## config.mk

```make
export PLATFORM = sky130hd
export DESIGN_NAME = rpb_top
export DESIGN_NICKNAME = d
export VERILOG_FILES = /design/src/hw/rpb_pkg.sv /design/src/hw/rpb_pin_sync.sv /design/src/hw/rpb_top.sv
export VERILOG_INCLUDE_DIRS = /design/src /design/src/hw
export SDC_FILE = /design/constraint.sdc
export NUM_CORES = 1
export LEC_CHECK = 0
export BUFFER_PORTS_ARGS = -buffer_cell sky130_fd_sc_hd__buf_2
export CORE_MARGIN = 5
export CORE_UTILIZATION = 30
export DETAILED_ROUTE_END_ITERATION = 10
export MAX_ROUTING_LAYER = met4
export SLEW_MARGIN = 20
export SYNTH_ARGS = -nofsm -noshare
export SYNTH_HDL_FRONTEND = slang
export SYNTH_SLANG_ARGS = --single-unit
```

## constraint.sdc

```tcl
create_clock -name clock -period 2.8 [get_ports clock]
set_input_delay 0.56 -clock clock [delete_from_list [all_inputs] [get_ports clock]]
set_output_delay 0.56 -clock clock [all_outputs]
set_load 0.05 [all_outputs]
```

## src/hw/rpb_consts.svh

```systemverilog
`ifndef RPB_CONSTS_SVH
`define RPB_CONSTS_SVH
// Twelve phases of one oscillator period each make a machine cycle
`define RPB_PH_LAST 4'd11
`define RPB_STATE_LAST 3'd5
// Machine cycles of high reset input needed before internal reset
`define RPB_RST_MCS 2'd2
// Highest internal code address
`define RPB_INT_CODE_TOP 16'h0fff
// Power control register
`define RPB_POWER_CONTROL_REGISTER_IDLE 0
`define RPB_POWER_CONTROL_REGISTER_PD 1
`define RPB_POWER_CONTROL_REGISTER_RST 8'h00
`define RPB_PORT_RST 8'hff
// One-hot phase masks, bit n stands for phase n
`define RPB_ALE_MASK 12'h186
`define RPB_CODE_READ_STROBE_MASK 12'hc71
`define RPB_ADDR_MASK 12'h1c7
// Code byte taken at the end of phases 5 and 11, before the next address drive
`define RPB_CODE_CAP_MASK 12'h820
`define RPB_HALF2_MASK 12'hfc0
`define RPB_HALF1_MASK 12'h03f
`define RPB_ALE_SKIP_B 12'h007
`define RPB_CODE_READ_STROBE_SKIP_A 12'he00
`define RPB_CODE_READ_STROBE_SKIP_B 12'h07f
`define RPB_STB_A 12'hc00
`define RPB_STB_B 12'h00f
`define RPB_MV_ADDR_A 12'h1c0
`define RPB_WDATA_A 12'he00
`define RPB_RD_CAP_PH 4'd3
`endif

```

## src/hw/rpb_pkg.sv

```systemverilog
package rpb_pkg;

  // Power modes
  typedef enum logic [1:0] {
    mode_run = 2'b00,
    mode_idle = 2'b01,
    mode_pd = 2'b10
  } rpb_mode_t;

  // External bus sequencing, one state per machine cycle
  typedef enum logic [1:0] {
    bus_fetch = 2'b00,
    bus_external_move_instruction_a = 2'b01,
    bus_external_move_instruction_b = 2'b10
  } rpb_bus_t;

  // The four 8-bit ports, as latches or as sampled pins
  typedef struct packed {
    logic [7:0] port3;
    logic [7:0] port2;
    logic [7:0] port1;
    logic [7:0] port0;
  } rpb_port_t;

  // One port's pin drive; oe_n low drives out onto the pin
  typedef struct packed {
    logic [7:0] out;
    logic [7:0] oe_n;
  } rpb_pin_t;

  // Core request; move fields sampled at the end of each fetch machine cycle, pc used directly
  typedef struct packed {
    logic [15:0] pc;
    logic external_move_instruction_req;
    logic external_move_instruction_wide;
    logic external_move_instruction_write;
    logic [15:0] external_move_instruction_addr;
    logic [7:0] external_move_instruction_wdata;
  } rpb_core_req_t;

endpackage : rpb_pkg

```

## src/hw/rpb_pin_sync.sv

```systemverilog
`timescale 1ns/1ps
module rpb_pin_sync #(
  parameter int W = 8
) (
  // Clock and reset
  input logic clock,
  input logic resetn,
  // Pins and their filtered copies
  input logic [W-1:0] pin_in,
  output logic [W-1:0] sync_out
);

  logic [W-1:0] s1;
  logic [W-1:0] s2;
  logic [W-1:0] s3;

  always_ff @(posedge clock or negedge resetn) begin
    if (!resetn) begin
      s1 <= '0;
      s2 <= '0;
      s3 <= '0;
    end else begin
      s1 <= pin_in;
      s2 <= s1;
      s3 <= s2;
    end
  end

  // A change counts only once the second and third stages agree
  genvar i;
  for (i = 0; i < W; i++) begin : g_bit
    always_ff @(posedge clock or negedge resetn) begin
      if (!resetn) begin
        sync_out[i] <= 1'b0;
      end else if (s2[i] == s3[i]) begin
        sync_out[i] <= s3[i];
      end
    end
  end

endmodule : rpb_pin_sync

```

## src/hw/rpb_top.sv

```systemverilog
// How it works
// Port zero open-drain; latched ones float
// Port zero carries address then data
// Port two drives high address byte
// Narrow external moves keep port two latch
// Ports one to three quasi-bidirectional
// Port three alternate functions, bits one, six and seven
// Address strobe at osc/6, one skipped
// Code strobe twice per cycle, externally only
// Fetch select low forces external code
// Oscillator divided by two before timing
// Reset after two machine cycles high
// Power-on reset held through oscillator start
// Idle stops CPU, peripherals keep running
// Interrupt or reset ends idle
// Power-down stops oscillator; reset ends it
// Idle pin states: strobes high
// Power-down pin states: strobes low
// Mode bits live in power control register
// Verify: port one in, port zero out
// Reset sampled per cycle, two highs
`timescale 1ns/1ps
`include "rpb_consts.svh"
module rpb_top (
  // Clock and reset
  input logic clock,
  input logic resetn,
  // Device input pins
  input logic osc_input,
  input logic reset_pin,
  input logic external_fetch_select,
  input logic verify_mode,
  input rpb_pkg::rpb_port_t pins_in,
  // Device output pins
  output logic osc_output,
  output logic ale,
  output logic code_read_strobe_n,
  output rpb_pkg::rpb_pin_t p0,
  output rpb_pkg::rpb_pin_t p1,
  output rpb_pkg::rpb_pin_t p2,
  output rpb_pkg::rpb_pin_t p3,
  // Core requests
  input rpb_pkg::rpb_core_req_t core_req,
  input rpb_pkg::rpb_port_t latches,
  input logic serial_out,
  input logic power_control_register_write,
  input logic [7:0] power_control_register_wdata,
  input logic irq_wake,
  input logic [7:0] verify_byte,
  // Core status
  output logic internal_reset,
  output logic cpu_run,
  output logic osc_enable,
  output logic machine_tick,
  output logic code_valid,
  output logic [7:0] code_byte,
  output logic external_move_instruction_done,
  output logic [7:0] external_move_instruction_rdata,
  output rpb_pkg::rpb_port_t pin_state,
  output logic [7:0] verify_addr,
  output logic [7:0] power_control_register_read,
  output rpb_pkg::rpb_mode_t mode
);

  function automatic rpb_pkg::rpb_pin_t drive(input logic [7:0] v);
    drive = {v, 8'h00};
  endfunction : drive

  // Pullup does the high level, so ones are released
  function automatic rpb_pkg::rpb_pin_t quasi(input logic [7:0] v);
    quasi = {v, v};
  endfunction : quasi

  function automatic rpb_pkg::rpb_pin_t open_drain(input logic [7:0] v);
    open_drain = {8'h00, v};
  endfunction : open_drain

  localparam rpb_pkg::rpb_pin_t PIN_FLOAT = {8'hff, 8'hff};

  // Pin synchronisers
  logic [35:0] raw_pins;
  logic [35:0] sync_pins;
  assign raw_pins = {osc_input, reset_pin, external_fetch_select, verify_mode, pins_in};

  rpb_pin_sync #(
    .W(36)
  ) u_sync (
    .clock(clock),
    .resetn(resetn),
    .pin_in(raw_pins),
    .sync_out(sync_pins)
  );

  wire osc_s = sync_pins[35];
  wire rst_s = sync_pins[34];
  wire ea_s = sync_pins[33];
  wire verify_s = sync_pins[32];
  rpb_pkg::rpb_port_t pins_s;
  assign pins_s = sync_pins[31:0];

  // Timing state
  logic osc_q;
  logic div2;
  logic [2:0] state;
  logic [1:0] rst_cnt;
  logic [7:0] power_control_register;
  rpb_pkg::rpb_bus_t bus;
  rpb_pkg::rpb_bus_t next_bus;
  rpb_pkg::rpb_mode_t next_mode;
  logic mv_wide;
  logic mv_write;
  logic [15:0] mv_addr;
  logic [7:0] mv_wdata;

  wire osc_tick = osc_s & ~osc_q & osc_enable;
  wire [3:0] phase = {state, div2};
  wire [11:0] ph_hot = 12'h001 << phase;
  wire mc_end = osc_tick & (phase == `RPB_PH_LAST);
  wire ext_code = ~ea_s | (core_req.pc > `RPB_INT_CODE_TOP);
  wire in_a = (bus == rpb_pkg::bus_external_move_instruction_a);
  wire in_b = (bus == rpb_pkg::bus_external_move_instruction_b);
  wire is_idle = (mode == rpb_pkg::mode_idle);
  wire is_pd = (mode == rpb_pkg::mode_pd);

  // Decode of the phase masks
  wire ph_half2 = |(ph_hot & `RPB_HALF2_MASK);
  wire ph_half1 = |(ph_hot & `RPB_HALF1_MASK);
  wire mv_span = (in_a & ph_half2) | (in_b & ph_half1);
  wire ale_skip = in_b & |(ph_hot & `RPB_ALE_SKIP_B);
  wire ale_on = |(ph_hot & `RPB_ALE_MASK) & ~ale_skip;
  wire code_read_strobe_skip = (in_a & |(ph_hot & `RPB_CODE_READ_STROBE_SKIP_A)) | (in_b & |(ph_hot & `RPB_CODE_READ_STROBE_SKIP_B));
  wire code_read_strobe_on = ext_code & |(ph_hot & `RPB_CODE_READ_STROBE_MASK) & ~code_read_strobe_skip;
  wire strobe_on = (in_a & |(ph_hot & `RPB_STB_A)) | (in_b & |(ph_hot & `RPB_STB_B));
  wire wr_n_int = ~(strobe_on & mv_write);
  wire rd_n_int = ~(strobe_on & ~mv_write);
  wire fetch_addr_on = ext_code & |(ph_hot & `RPB_ADDR_MASK) & ~mv_span;
  wire mv_addr_on = in_a & |(ph_hot & `RPB_MV_ADDR_A);
  wire wdata_a = in_a & |(ph_hot & `RPB_WDATA_A);
  wire mv_data_on = mv_write & (wdata_a | (in_b & ph_half1));
  wire code_cap = osc_tick & code_read_strobe_on & |(ph_hot & `RPB_CODE_CAP_MASK);
  wire rd_cap = osc_tick & in_b & ~mv_write & (phase == `RPB_RD_CAP_PH);

  // Strobe levels per mode
  wire next_ale = internal_reset | is_idle | (~is_pd & ale_on); // see R16
  wire next_code_read_strobe_n = internal_reset | is_idle | (~is_pd & ~code_read_strobe_on); // see R16

  // Port zero: idle and power-down float it only for external code
  wire rpb_pkg::rpb_pin_t p0_port = ext_code ? PIN_FLOAT : open_drain(latches.port0);
  wire rpb_pkg::rpb_pin_t p0_bus;
  assign p0_bus = mv_addr_on ? drive(mv_addr[7:0]) :
                  mv_data_on ? drive(mv_wdata) :
                  fetch_addr_on ? drive(core_req.pc[7:0]) :
                  (in_a | in_b | ext_code) ? PIN_FLOAT :
                  open_drain(latches.port0);
  wire rpb_pkg::rpb_pin_t next_p0;
  assign next_p0 = internal_reset ? PIN_FLOAT :
                   verify_s ? open_drain(verify_byte) :
                   (is_idle | is_pd) ? p0_port : // see R16
                   p0_bus;

  // Port two
  wire rpb_pkg::rpb_pin_t p2_run;
  assign p2_run = (mv_span & mv_wide) ? drive(mv_addr[15:8]) :
                  (mv_span & ~mv_wide) ? quasi(latches.port2) :
                  ext_code ? drive(core_req.pc[15:8]) :
                  quasi(latches.port2);
  wire rpb_pkg::rpb_pin_t next_p2;
  assign next_p2 = internal_reset ? quasi(`RPB_PORT_RST) :
                   is_pd ? quasi(latches.port2) :
                   (is_idle & ext_code) ? drive(core_req.pc[15:8]) :
                   is_idle ? quasi(latches.port2) :
                   p2_run;

  // Port one is released during verify so the programmer can drive it
  wire rpb_pkg::rpb_pin_t next_p1;
  assign next_p1 = (internal_reset | verify_s) ? quasi(`RPB_PORT_RST) : quasi(latches.port1);

  // Port three: serial out and strobes share bits 1, 6 and 7
  wire [7:0] p3_alt = {rd_n_int, wr_n_int, 4'hf, serial_out, 1'b1};
  wire rpb_pkg::rpb_pin_t next_p3;
  assign next_p3 = internal_reset ? quasi(`RPB_PORT_RST) : quasi(latches.port3 & p3_alt);

  // Reset sampling once per machine cycle
  wire [1:0] next_rst_cnt = ~rst_s ? 2'd0 :
                            (rst_cnt == `RPB_RST_MCS) ? rst_cnt : rst_cnt + 2'd1;
  wire next_int_reset = (next_rst_cnt == `RPB_RST_MCS); // see R11

  // A stopped oscillator restarts as soon as reset is asserted
  wire next_osc_enable = ~is_pd | rst_s;

  // Bus sequencing, advancing at machine cycle ends
  always_comb begin
    next_bus = bus;
    case (bus)
      rpb_pkg::bus_fetch: begin
        if (core_req.external_move_instruction_req && mode == rpb_pkg::mode_run) begin
          next_bus = rpb_pkg::bus_external_move_instruction_a;
        end
      end
      rpb_pkg::bus_external_move_instruction_a: begin
        next_bus = rpb_pkg::bus_external_move_instruction_b;
      end
      rpb_pkg::bus_external_move_instruction_b: begin
        next_bus = rpb_pkg::bus_fetch;
      end
      default: begin
        next_bus = rpb_pkg::bus_fetch;
      end
    endcase
  end

  // Entry to idle or power-down waits for the cycle end so the instruction completes
  always_comb begin
    next_mode = mode;
    case (mode)
      rpb_pkg::mode_run: begin
        if (mc_end && bus == rpb_pkg::bus_fetch && !core_req.external_move_instruction_req) begin
          if (power_control_register[`RPB_POWER_CONTROL_REGISTER_PD]) begin
            next_mode = rpb_pkg::mode_pd; // see R15
          end else if (power_control_register[`RPB_POWER_CONTROL_REGISTER_IDLE]) begin
            next_mode = rpb_pkg::mode_idle; // see R13
          end
        end
      end
      rpb_pkg::mode_idle: begin
        if (irq_wake) begin
          next_mode = rpb_pkg::mode_run;
        end
      end
      rpb_pkg::mode_pd: begin
        next_mode = rpb_pkg::mode_pd;
      end
      default: begin
        next_mode = rpb_pkg::mode_run;
      end
    endcase
  end

  // Divide-by-two first, so input duty cycle never matters
  always_ff @(posedge clock or negedge resetn) begin
    if (!resetn) begin
      osc_q <= 1'b0;
      div2 <= 1'b0;
      state <= 3'd0;
    end else begin
      osc_q <= osc_s;
      if (osc_tick) begin
        div2 <= ~div2;
        if (div2) begin
          state <= (state == `RPB_STATE_LAST) ? 3'd0 : state + 3'd1;
        end
      end
    end
  end

  always_ff @(posedge clock or negedge resetn) begin
    if (!resetn) begin
      rst_cnt <= 2'd0;
      internal_reset <= 1'b1;
    end else if (mc_end) begin
      rst_cnt <= next_rst_cnt;
      internal_reset <= next_int_reset;
    end
  end

  // Hardware reset puts every mode back to run, as at power-on
  always_ff @(posedge clock or negedge resetn) begin
    if (!resetn) begin
      mode <= rpb_pkg::mode_run;
      bus <= rpb_pkg::bus_fetch;
    end else if (internal_reset) begin
      mode <= rpb_pkg::mode_run; // see R14
      bus <= rpb_pkg::bus_fetch;
    end else begin
      mode <= next_mode;
      if (mc_end) begin
        bus <= next_bus;
      end
    end
  end

  // Software write wins over the wake clear; the core cannot write while idle
  always_ff @(posedge clock or negedge resetn) begin
    if (!resetn) begin
      power_control_register <= `RPB_POWER_CONTROL_REGISTER_RST;
    end else if (internal_reset) begin
      power_control_register <= `RPB_POWER_CONTROL_REGISTER_RST;
    end else if (power_control_register_write) begin
      power_control_register <= power_control_register_wdata;
    end else if (is_idle && irq_wake) begin
      power_control_register[`RPB_POWER_CONTROL_REGISTER_IDLE] <= 1'b0;
    end
  end

  always_ff @(posedge clock or negedge resetn) begin
    if (!resetn) begin
      mv_wide <= 1'b0;
      mv_write <= 1'b0;
      mv_addr <= 16'h0000;
      mv_wdata <= 8'h00;
    end else if (mc_end && bus == rpb_pkg::bus_fetch) begin
      mv_wide <= core_req.external_move_instruction_wide;
      mv_write <= core_req.external_move_instruction_write;
      mv_addr <= core_req.external_move_instruction_addr;
      mv_wdata <= core_req.external_move_instruction_wdata;
    end
  end

  // Pin outputs
  always_ff @(posedge clock or negedge resetn) begin
    if (!resetn) begin
      ale <= 1'b1;
      code_read_strobe_n <= 1'b1;
      p0 <= PIN_FLOAT;
      p1 <= {`RPB_PORT_RST, `RPB_PORT_RST};
      p2 <= {`RPB_PORT_RST, `RPB_PORT_RST};
      p3 <= {`RPB_PORT_RST, `RPB_PORT_RST};
      osc_output <= 1'b1;
      osc_enable <= 1'b1;
    end else begin
      ale <= next_ale;
      code_read_strobe_n <= next_code_read_strobe_n;
      p0 <= next_p0;
      p1 <= next_p1;
      p2 <= next_p2;
      p3 <= next_p3;
      osc_output <= osc_enable ? ~osc_s : 1'b1;
      osc_enable <= next_osc_enable;
    end
  end

  // Core-side status
  always_ff @(posedge clock or negedge resetn) begin
    if (!resetn) begin
      cpu_run <= 1'b0;
      machine_tick <= 1'b0;
      code_valid <= 1'b0;
      code_byte <= 8'h00;
      external_move_instruction_done <= 1'b0;
      external_move_instruction_rdata <= 8'h00;
      pin_state <= '0;
      verify_addr <= 8'h00;
      power_control_register_read <= `RPB_POWER_CONTROL_REGISTER_RST;
    end else begin
      cpu_run <= ~internal_reset & (mode == rpb_pkg::mode_run);
      machine_tick <= mc_end;
      code_valid <= code_cap;
      if (code_cap) begin
        code_byte <= pins_s.port0;
      end
      external_move_instruction_done <= mc_end & in_b;
      if (rd_cap) begin
        external_move_instruction_rdata <= pins_s.port0;
      end
      pin_state <= pins_s;
      verify_addr <= pins_s.port1;
      power_control_register_read <= power_control_register;
    end
  end

endmodule : rpb_top

```

==> results of run 1 <==
==> synthesized netlist by cell type (3+ instances only) <==
cell type	n
sky130_fd_sc_hd__nand2b_1	4
sky130_fd_sc_hd__a221oi_1	8
sky130_fd_sc_hd__mux2i_1	14
sky130_fd_sc_hd__or3_1	12
sky130_fd_sc_hd__dfrtp_1	249
sky130_fd_sc_hd__o21ai_0	20
sky130_fd_sc_hd__maj3_1	37
sky130_fd_sc_hd__or2_2	6
sky130_fd_sc_hd__nor2_1	40
sky130_fd_sc_hd__nand2_1	26
sky130_fd_sc_hd__a21oi_1	26
sky130_fd_sc_hd__dfstp_2	53
sky130_fd_sc_hd__buf_4	26
sky130_fd_sc_hd__nor2b_1	3
sky130_fd_sc_hd__ha_1	8
sky130_fd_sc_hd__inv_1	20
sky130_fd_sc_hd__nor3_1	9
sky130_fd_sc_hd__mux2_2	44
sky130_fd_sc_hd__a2bb2oi_1	4
sky130_fd_sc_hd__o31ai_1	8
sky130_fd_sc_hd__nand3_1	6
sky130_fd_sc_hd__clkbuf_1	19
sky130_fd_sc_hd__a21o_1	12
sky130_fd_sc_hd__and2_1	4
sky130_fd_sc_hd__a211oi_1	6
==> power breakdown <==
group	internal, mW	leakage [nW]	switching (mW)
Clock	2.66	0.543	1.71
Combinational	0.738	2.27	1.82
Sequential	5.04	3.52	0.330
==> timing repair <==
item | in CTS | in global routing
gates resized for setup | 0 | 2
endpoints found under the hold margin | 0 | 0
setup endpoints to repair | 0 | 14
==> area by class of cell <==
class	instances	area [µm²]
clock inverter	23	282.8
antenna	4	10.01
timing repair buffer	289	1554
inverter	20	75.07
sequential	302	7624
multi-input combinational	333	2482
tap	455	569.3
fill	3272	21040
clock buffer	35	820.8
==> critical path, delay by kind of cell (launching register included) <==
family,cells,cell delay (ns)
and+or+nand+nor,1,0.19
DFF,1,0.71
AOI/OAI and AO/OA,4,1.51
==> state kept, by name, indices dropped and copies added, names as in the netlist, 16 cells and up <==
signal / flops
u_sync.s1: 36
u_sync.s2: 36
u_sync.s3: 36
u_sync.sync_out: 36
pin_state: 24
mv_addr: 16
p0: 16
p2: 16
==> final timing paths <==
| check | from | end | slack [ns] |
|---|---|---|---|
| worst max-delay path | state[0] | p0[12] | 0.27 |
| worst min-delay path | resetn | u_sync.s2[26] | 0.007 |
| worst max register to register | state[0] | p0[12] | 0.27 |
| worst min register to register | u_sync.s1[1] | u_sync.s2[1] | 0.34 |
| max in group asynchronous | resetn | u_sync.s3[14] | 2.03 |
| min in group clock | pins_in[21] | u_sync.s1[21] | 0.10 |
==> cells by family (layout without fill, tap and decap cells) <==
logic type	after synthesis	count (layout)	share of synthesized area, %
compound gates	103	103	6.636
fa+ha+maj	45	45	4.496
mux	58	58	6.074
simple gates	125	125	6.277
xor+xnor	2	2	0.1674
buf+inv	69	367	3.503
other cells	0	4	0
flops	302	302	72.85
==> metal layers <==
metal | part of all wire (%) | vias up
met5 | 0 | -
met1 | 42 | 3190
met4 | 2.1 | 0
li1 | - | 2959
met2 | 49 | 156
met3 | 6.3 | 39
==> results by stage, run 1 <==
Global routing:
- The wire length of the first global-routing pass is between 30 and 40 mm.
- For this run, global-route usage on met2 was measured as approximately a fifth.
- The total congestion overflow after global routing is 0.
- The met3 usage is 3.316%.
- The via count of the first global-routing pass came to 6621.
- Entering global routing, the biggest net connects 86 pins.
- The global-route layer with the greatest usage is met2.
- The number of antenna violations at the first check in global routing is 4.
- The aggregate global-route resource usage is 12.50%.
- The met1 track utilization from global routing is between 10% and 20%.

Placement:
- The post-place instance area is 12300 µm².
- The setup slack after placement is 0.2895 ns.
- After detailed placement, the design holds a cell count of 1399.
- The total of buffers placed on input and output ports is 270.
- The estimated wirelength of the detail-placed design is around 17 mm.
- The placer's final routability congestion estimate is roughly 0.74.

Power and ir drop:
- The leakage power is 6.332 nW.
- The power density normalized to cell area is 916.0 nW/µm².
- The design draws around 12 mW.
- The highest ir drop seen on vdd is ~740 µV.

Floorplanning:
- The I/O pin total is approximately 270.
- For this configuration, the core starts out at a cell density of 30.37%.
- The die is 196.8 µm wide.
- The die area is 38720 µm².
- The standard-cell row count is 68.
- The area inside the core boundary is between 30000 and 40000 µm².
- The overall die height is 196.8 µm.

Flow run:
- Max-cap violations in this run came to 0.

Clock tree:
- CTS built an H-tree with a depth of 1.
- The buffer depth of the longest clock path is 3.
- The CTS clock-pin slew for the worst setup and hold paths is 0.06 ns.
- The number of buffers inserted to repair setup after CTS is 0.
- The clock latency of the later-clocked register in the worst-skew pair is roughly 0.56 ns.
- The hold buffer count at cts is 0.
- The cell chosen for the clock root is sky130_fd_sc_hd__clkbuf_16.
- Buffers inserted during clock tree synthesis total 31.
- TritonCTS built the clock tree.
- The clock drives 302 sinks.

Synth:
- The fraction of synthesis flops using an asynchronous set or reset pin is 100.0%.
- The most used flip-flop cell after synthesis is sky130_fd_sc_hd__dfrtp_1.
- By area the synthesized netlist is led by sky130_fd_sc_hd__dfrtp_1, sky130_fd_sc_hd__dfstp_2, sky130_fd_sc_hd__mux2_2, sky130_fd_sc_hd__maj3_1, sky130_fd_sc_hd__buf_4.
- In this run, synthesis inferred 0 flip-flops with an integrated enable.
- The number of instances in the synthesized netlist is about 700.
- The share of synthesized area in the top cell type comes to about 60%.
- Summing the sequential cell areas from Yosys gives around 73% of the chip area.
- The number of nets in the synthesized netlist is 844.
- Dividing the synthesized area by the synthesized cell count gives 14.87 µm².
- Counting flops and latches in the post-synthesis netlist gives 302.
- The count of warnings emitted by yosys is 0.
- The cell area after synthesis is 10470 µm².
- The biggest area contributor in the post-synthesis netlist is sky130_fd_sc_hd__dfrtp_1.
- The synthesized netlist contains 56 unique library cells.

Final layout:
- The finished layout holds 1461 standard cells, fillers aside.
- The fraction of final layout cells sized beyond drive strength 1 is 45.71%.
- The library cell used most frequently in the layout, excluding fill and tap cells, is sky130_fd_sc_hd__buf_2.
- In the layout the commonest cells are sky130_fd_sc_hd__buf_2, sky130_fd_sc_hd__dfrtp_1, sky130_fd_sc_hd__dfstp_2, sky130_fd_sc_hd__mux2_2, sky130_fd_sc_hd__nor2_1.
- The final core area utilization is 38.94%.
- The final layout net count is 1117.
- The cell area after layout is approximately 13000 µm².
- Compared with the post-synthesis result, the final layout area differs by 28.22%.

Timing:
- The final worst setup slack is 0.2727 ns.
- The final critical path takes up 90.26% of the cycle.
- The number of hold violations in the final report came to 0.
- The transition time at the pin with the least slew margin is 0.7157 ns.
- In the final timing run, aggregate negative setup slack is 0 ns.
- Static timing analysis puts the maximum clock frequency at approximately 0.4 GHz.
- Setup repair after global routing left no endpoint under its margin.
- The shortest period the worst path allows is 2.527 ns.
- Measured against its own limit, the worst slew margin works out to 52.29%.
- The number of slew-limit violations in the final report is 0.
- The tightest hold path in the finished design has a slack of 0.007449 ns.
- The final number of setup-violating endpoints is 0.
- The clock arrives with 0.007541 ns of skew.

Drt:
- Across all layers, the routed design uses 6344 vias.
- Once detail routing completed, the nets flagged for antenna violations numbered 0.
- After detailed routing, the average wire length per cell comes to 16.38 µm.
- The starting DRC count in detailed routing is 237.
- After detailed routing, the number of remaining DRC violations is 0.
- The final layout contains routed wiring with a total length of 23.93 mm.
- The vias per cell is 4.342.
- The first-pass iteration count of the detailed router is 4.

Setup path:
- The startpoint kind of the worst setup timing path is a flip-flop.
- The data arrival time of the worst path is 2.97 ns.
- The slowest cell on the critical path is sky130_fd_sc_hd__dfrtp_1.
- The endpoint kind of the worst setup timing path is a flip-flop.
- The worst setup path is of the reg -> reg kind.
- The number of cells on the worst reg-to-reg path is 5.
- Data on the critical path is required at its endpoint by about 3.2 ns.
- The critical path goes through nor4b_1, o21ai_2, o311ai_2, a211oi_2, a221oi_1.
- The largest fanout of any net on the critical path is 18.
- The worst stage delay on the critical path is between 0.7 and 0.8 ns.

Outcome:
- The run finished with clean final reports.

Min path:
- In this run the worst hold path is classified as in -> async.
Power figures use the tool's default switching activity.
==> run 2, diff against run 1 <==
- ABC_AREA: unset -> 1
- CELL_PAD_IN_SITES_DETAIL_PLACEMENT: unset -> 0
- CELL_PAD_IN_SITES_GLOBAL_PLACEMENT: unset -> 1
- CORE_ASPECT_RATIO: unset -> 0.8
- PLACE_DENSITY_LB_ADDON: unset -> 0.1
==> results by stage, run 2 <==
Outcome:
- Status: complete, but fails checks (was completed).
- The final reports fail on hold timing.

Final layout:
- The final layout net count is 1326 (was 1117).
- The synthesis-to-finish area growth is 27.77% (was 28.22%).
- The leading cell type in the layout, fill and taps excluded is sky130_fd_sc_hd__buf_2 (unchanged).
- Top library cells by usage in the layout, fill and taps aside: sky130_fd_sc_hd__buf_2, sky130_fd_sc_hd__dfrtp_1, sky130_fd_sc_hd__nand2_1, sky130_fd_sc_hd__inv_1, sky130_fd_sc_hd__dfstp_2 (was sky130_fd_sc_hd__buf_2, sky130_fd_sc_hd__dfrtp_1, sky130_fd_sc_hd__dfstp_2, sky130_fd_sc_hd__mux2_2, sky130_fd_sc_hd__nor2_1).
- The count of filler cells inserted in the layout is 3571 (was 3272).
- The footprint of the multi-input gates was 2549 µm² (was 2482 µm²).
- The register area is 7624 µm² (unchanged).
- The fraction of final layout cells sized beyond drive strength 1 came to 35.34% (was 45.71%).

Flow run:
- The reported max-cap violation count is 0 (unchanged).

Clock tree:
- The total of cells resized after clock tree synthesis is 0 (unchanged).
- The clock latency of the later-clocked register in the worst-skew pair is 0.52 ns (was 0.56 ns).
- The total number of H-tree levels was 2 (was 1).
- The clock tree from TritonCTS was done (unchanged).
- The buffer depth of the longest clock path is 3 (unchanged).
- The clock buffer count from CTS was 34 (was 31).
- The cell chosen for the clock root is sky130_fd_sc_hd__clkbuf_16 (unchanged).
- The hold buffer count at cts is 0 (unchanged).
- The number of buffers inserted to repair setup after CTS is 0 (unchanged).
- The number of sinks on the clock net is 302 (unchanged).
- The CTS clock-pin slew for the worst setup and hold paths is 0.06 ns (about the same).

Synth:
- The number of unique standard cell types used by synthesis was 38 (was 56).
- The count of warnings emitted by yosys is 0 (unchanged).
- The number of nets in the synthesized netlist is 1055 (was 844).
- The mean post-synth cell area is 11.75 µm² (was 14.87 µm²).
- The cell area after synthesis is 10760 µm² (was 10470 µm²).
- The number of instances in the synthesized netlist came to 915 (was 704).
- The most frequent cell after synthesis is sky130_fd_sc_hd__dfrtp_1 (unchanged).
- The number of flip-flops and latches in the synthesized netlist came to 302 (unchanged).
- The area share of the largest cell type after synthesis is 57.93% (was 59.54%).
- The fraction of synthesis flops using an asynchronous set or reset pin is 100.0% (unchanged).
- The number of enable-type register cells in the synthesized netlist came to 0 (unchanged).
- Ranking of synthesized cells by area: sky130_fd_sc_hd__dfrtp_1, sky130_fd_sc_hd__dfstp_2, sky130_fd_sc_hd__nand2_1, sky130_fd_sc_hd__maj3_1, sky130_fd_sc_hd__inv_1 (was sky130_fd_sc_hd__dfrtp_1, sky130_fd_sc_hd__dfstp_2, sky130_fd_sc_hd__mux2_2, sky130_fd_sc_hd__maj3_1, sky130_fd_sc_hd__buf_4).
- Leading post-synthesis cells by instance count: sky130_fd_sc_hd__dfrtp_1, sky130_fd_sc_hd__nand2_1, sky130_fd_sc_hd__inv_1 (was sky130_fd_sc_hd__dfrtp_1, sky130_fd_sc_hd__dfstp_2, sky130_fd_sc_hd__mux2_2).
- The fraction of the yosys area taken by sequential cells is 70.88% (was 72.85%).
- The most used flip-flop cell after synthesis is sky130_fd_sc_hd__dfrtp_1 (unchanged).
- The library cell with the largest summed area after synthesis is sky130_fd_sc_hd__dfrtp_1 (unchanged).

Setup path:
- The startpoint kind of the worst setup timing path is a flip-flop (unchanged).
- The data arrival time of the worst path was 2.67 ns (was 2.97 ns).
- The start-to-end type of the worst setup path is reg -> reg (unchanged).
- The largest fanout of any net on the critical path is 28 (was 18).
- The critical path required time is 3.26 ns (was 3.24 ns).
- The endpoint kind of the worst setup timing path is a flip-flop (unchanged).

Timing:
- The number of slew-limit violations in the final report was 0 (unchanged).
- RSZ-0062 raised after global routing: false (unchanged).
- The final number of setup-violating endpoints was 0 (unchanged).
- The fmax came to 0.4538 GHz (was 0.3957 GHz).
- The number of hold violations in the final report was 1 (was 0).
- The transition time at the pin with the least slew margin came to 0.6202 ns (was 0.7157 ns).
- The worst relative slew slack came to 58.65% (was 52.29%).
- The share of the clock period used by the worst path came to 78.69% (was 90.26%).
- The final hold slack is -0.003116 ns (was 0.007449 ns).
- The final worst clock skew was 0.01473 ns (was 0.007541 ns).
- The shortest period the worst path allows came to 2.203 ns (was 2.527 ns).
- The setup total negative slack was 0 ns (unchanged).

Drt:
- The first-pass iteration count of the detailed router was 5 (was 4).
- The starting DRC count in detailed routing came to 350 (was 237).
- The detailed-route DRC error count is 0 (unchanged).
- The routed wirelength normalized by instance count is 15.96 µm (was 16.38 µm).
- The wire length after detailed routing is 27.05 mm (was 23.93 mm).
- The total number of vias is 7147 (was 6344).
- The post-route antenna net violation count is 0 (unchanged).
- The vias per cell is 4.217 (was 4.342).

Floorplanning:
- The overall die height is 179.4 µm (was 196.8 µm).
- The die area is 39760 µm² (was 38720 µm²).
- The effective utilization at floorplan was 30.14% (was 30.37%).
- The standard-cell row count is 62 (was 68).
- The I/O pin total is 271 (unchanged).
- The area inside the core boundary is 35680 µm² (was 34460 µm²).
- The overall die width was 221.7 µm (was 196.8 µm).

Power and ir drop:
- The highest ir drop seen on vdd is 525.5 µV (was 744.9 µV).
- The post-route total power is 13.80 mW (was 12.29 mW).
- The power density normalized to cell area is 1004 nW/µm² (was 916.0 nW/µm²).
- The leakage power came to 6.744 nW (was 6.332 nW).

Global routing:
- The number of antenna violations at the first check in global routing is 4 (unchanged).
- The via count of the first global-routing pass is 7517 (was 6621).
- The total congestion overflow after global routing is 0 (unchanged).
- The largest net degree at the start of global routing came to 67 (was 86).
- The wire length of the first global-routing pass is 43.30 mm (was 37.83 mm).
- The aggregate global-route resource usage is 14.11% (was 12.50%).

Placement:
- The placer's final routability congestion estimate is 0.7861 (was 0.7410).
- The estimated wirelength of the detail-placed design is 19.44 mm (was 17.28 mm).
- The total of buffers placed on input and output ports came to 270 (unchanged).

Min path:
- The worst min-delay path category is in -> async (unchanged).
[run 2: cell types whose count changed in the layout (fill, tap and decap cells not counted), moves of 8 or more]
cell	delta
sky130_fd_sc_hd__nor2_1	-15
sky130_fd_sc_hd__a21o_1	-12
sky130_fd_sc_hd__or3_1	-12
sky130_fd_sc_hd__o21ai_0	+22
sky130_fd_sc_hd__nand4_1	+9
sky130_fd_sc_hd__mux2_2	-44
sky130_fd_sc_hd__inv_1	+49
sky130_fd_sc_hd__clkbuf_1	+9
sky130_fd_sc_hd__nand3_1	+16
sky130_fd_sc_hd__nand2_1	+215
sky130_fd_sc_hd__a21oi_1	+10
sky130_fd_sc_hd__mux2i_1	-14
sky130_fd_sc_hd__a221oi_1	-8
[run 2: per-stage QoR]
| step | area [µm²] | std cells | worst slack (ns) | hold slack, ns | utilization (%) |
|---|---|---|---|---|---|
| after CTS | 13730 | 1691 | 0.5406 | 0.007384 | 38.48 |
| after global routing | 13740 | 1695 | 0.3562 | 0.01725 | 38.51 |
| after detailed placement | 12560 | 1630 | 0.5666 | 0.3347 | 35.21 |
| after floorplan | 10760 | 915 | 0.7743 | 0.2644 | - |
| final | 13740 | 1695 | 0.5966 | -0.003116 | 38.51 |
| after global placement | 12560 | 1630 | 0.5666 | 0.3315 | 35.21 |
[run 2: cells by family (layout without fill, tap and decap cells)]
kind of cell | count (synthesis) | after routing | share of synthesized area (%)
xor gates and xnor gates | 2 | 2 | 0.1629
buffers and inverters | 122 | 418 | 5.421
and+or+nand+nor | 335 | 335 | 13.45
adders and majority gates | 44 | 44 | 4.281
AOI/OAI and AO/OA | 110 | 110 | 5.805
other | 0 | 4 | 0
DFF | 302 | 302 | 70.88
[run 2: final timing paths]
| kind | endpoint | slack, ns | from | cells past startpoint |
|---|---|---|---|---|
| worst min-delay path | verify_addr[0] | -0.003 | resetn | 1 |
| min in group clock | u_sync.s1[32] | 0.14 | verify_mode | 1 |
| worst max register to register | mv_wdata[4] | 0.60 | osc_enable | 8 |
| max in group asynchronous | p0[5] | 2.08 | resetn | 2 |
| worst min register to register | u_sync.s2[5] | 0.34 | u_sync.s1[5] | 0 |
| worst max-delay path | mv_wdata[4] | 0.60 | osc_enable | 8 |
[run 2: final cells by class]
class / count / area share (%)
antenna: 4 / 0.07284
clock buffer: 48 / 6.947
clock inverter: 13 / 1.557
inverter: 73 / 1.994
multi-input combinational: 491 / 18.55
sequential: 302 / 55.48
tap: 480 / 4.370
timing repair buffer: 284 / 11.04
[run 2: critical path: stages (launching register included)]
cell                      delay [ns]
sky130_fd_sc_hd__dfstp_2        0.54
sky130_fd_sc_hd__nand2_2        0.09
sky130_fd_sc_hd__nor2_2         0.14
sky130_fd_sc_hd__nand2_2        0.11
sky130_fd_sc_hd__nor2_4         0.22
sky130_fd_sc_hd__nand2_4        0.27
sky130_fd_sc_hd__inv_2          0.50
sky130_fd_sc_hd__nand2_1        0.14
sky130_fd_sc_hd__nand2_1        0.08
[run 2: metal layers]
metal  GRT usage, %  wire length [µm]
met2          19.75             11440
met1          19.70             12850
met4          4.313               734
met5              -                 0
met3          4.479              2024
[run 2: where the power goes]
part	switching [mW]	internal, mW
Combinational	2.72	0.910
Sequential	0.344	5.17
Clock	1.80	2.86
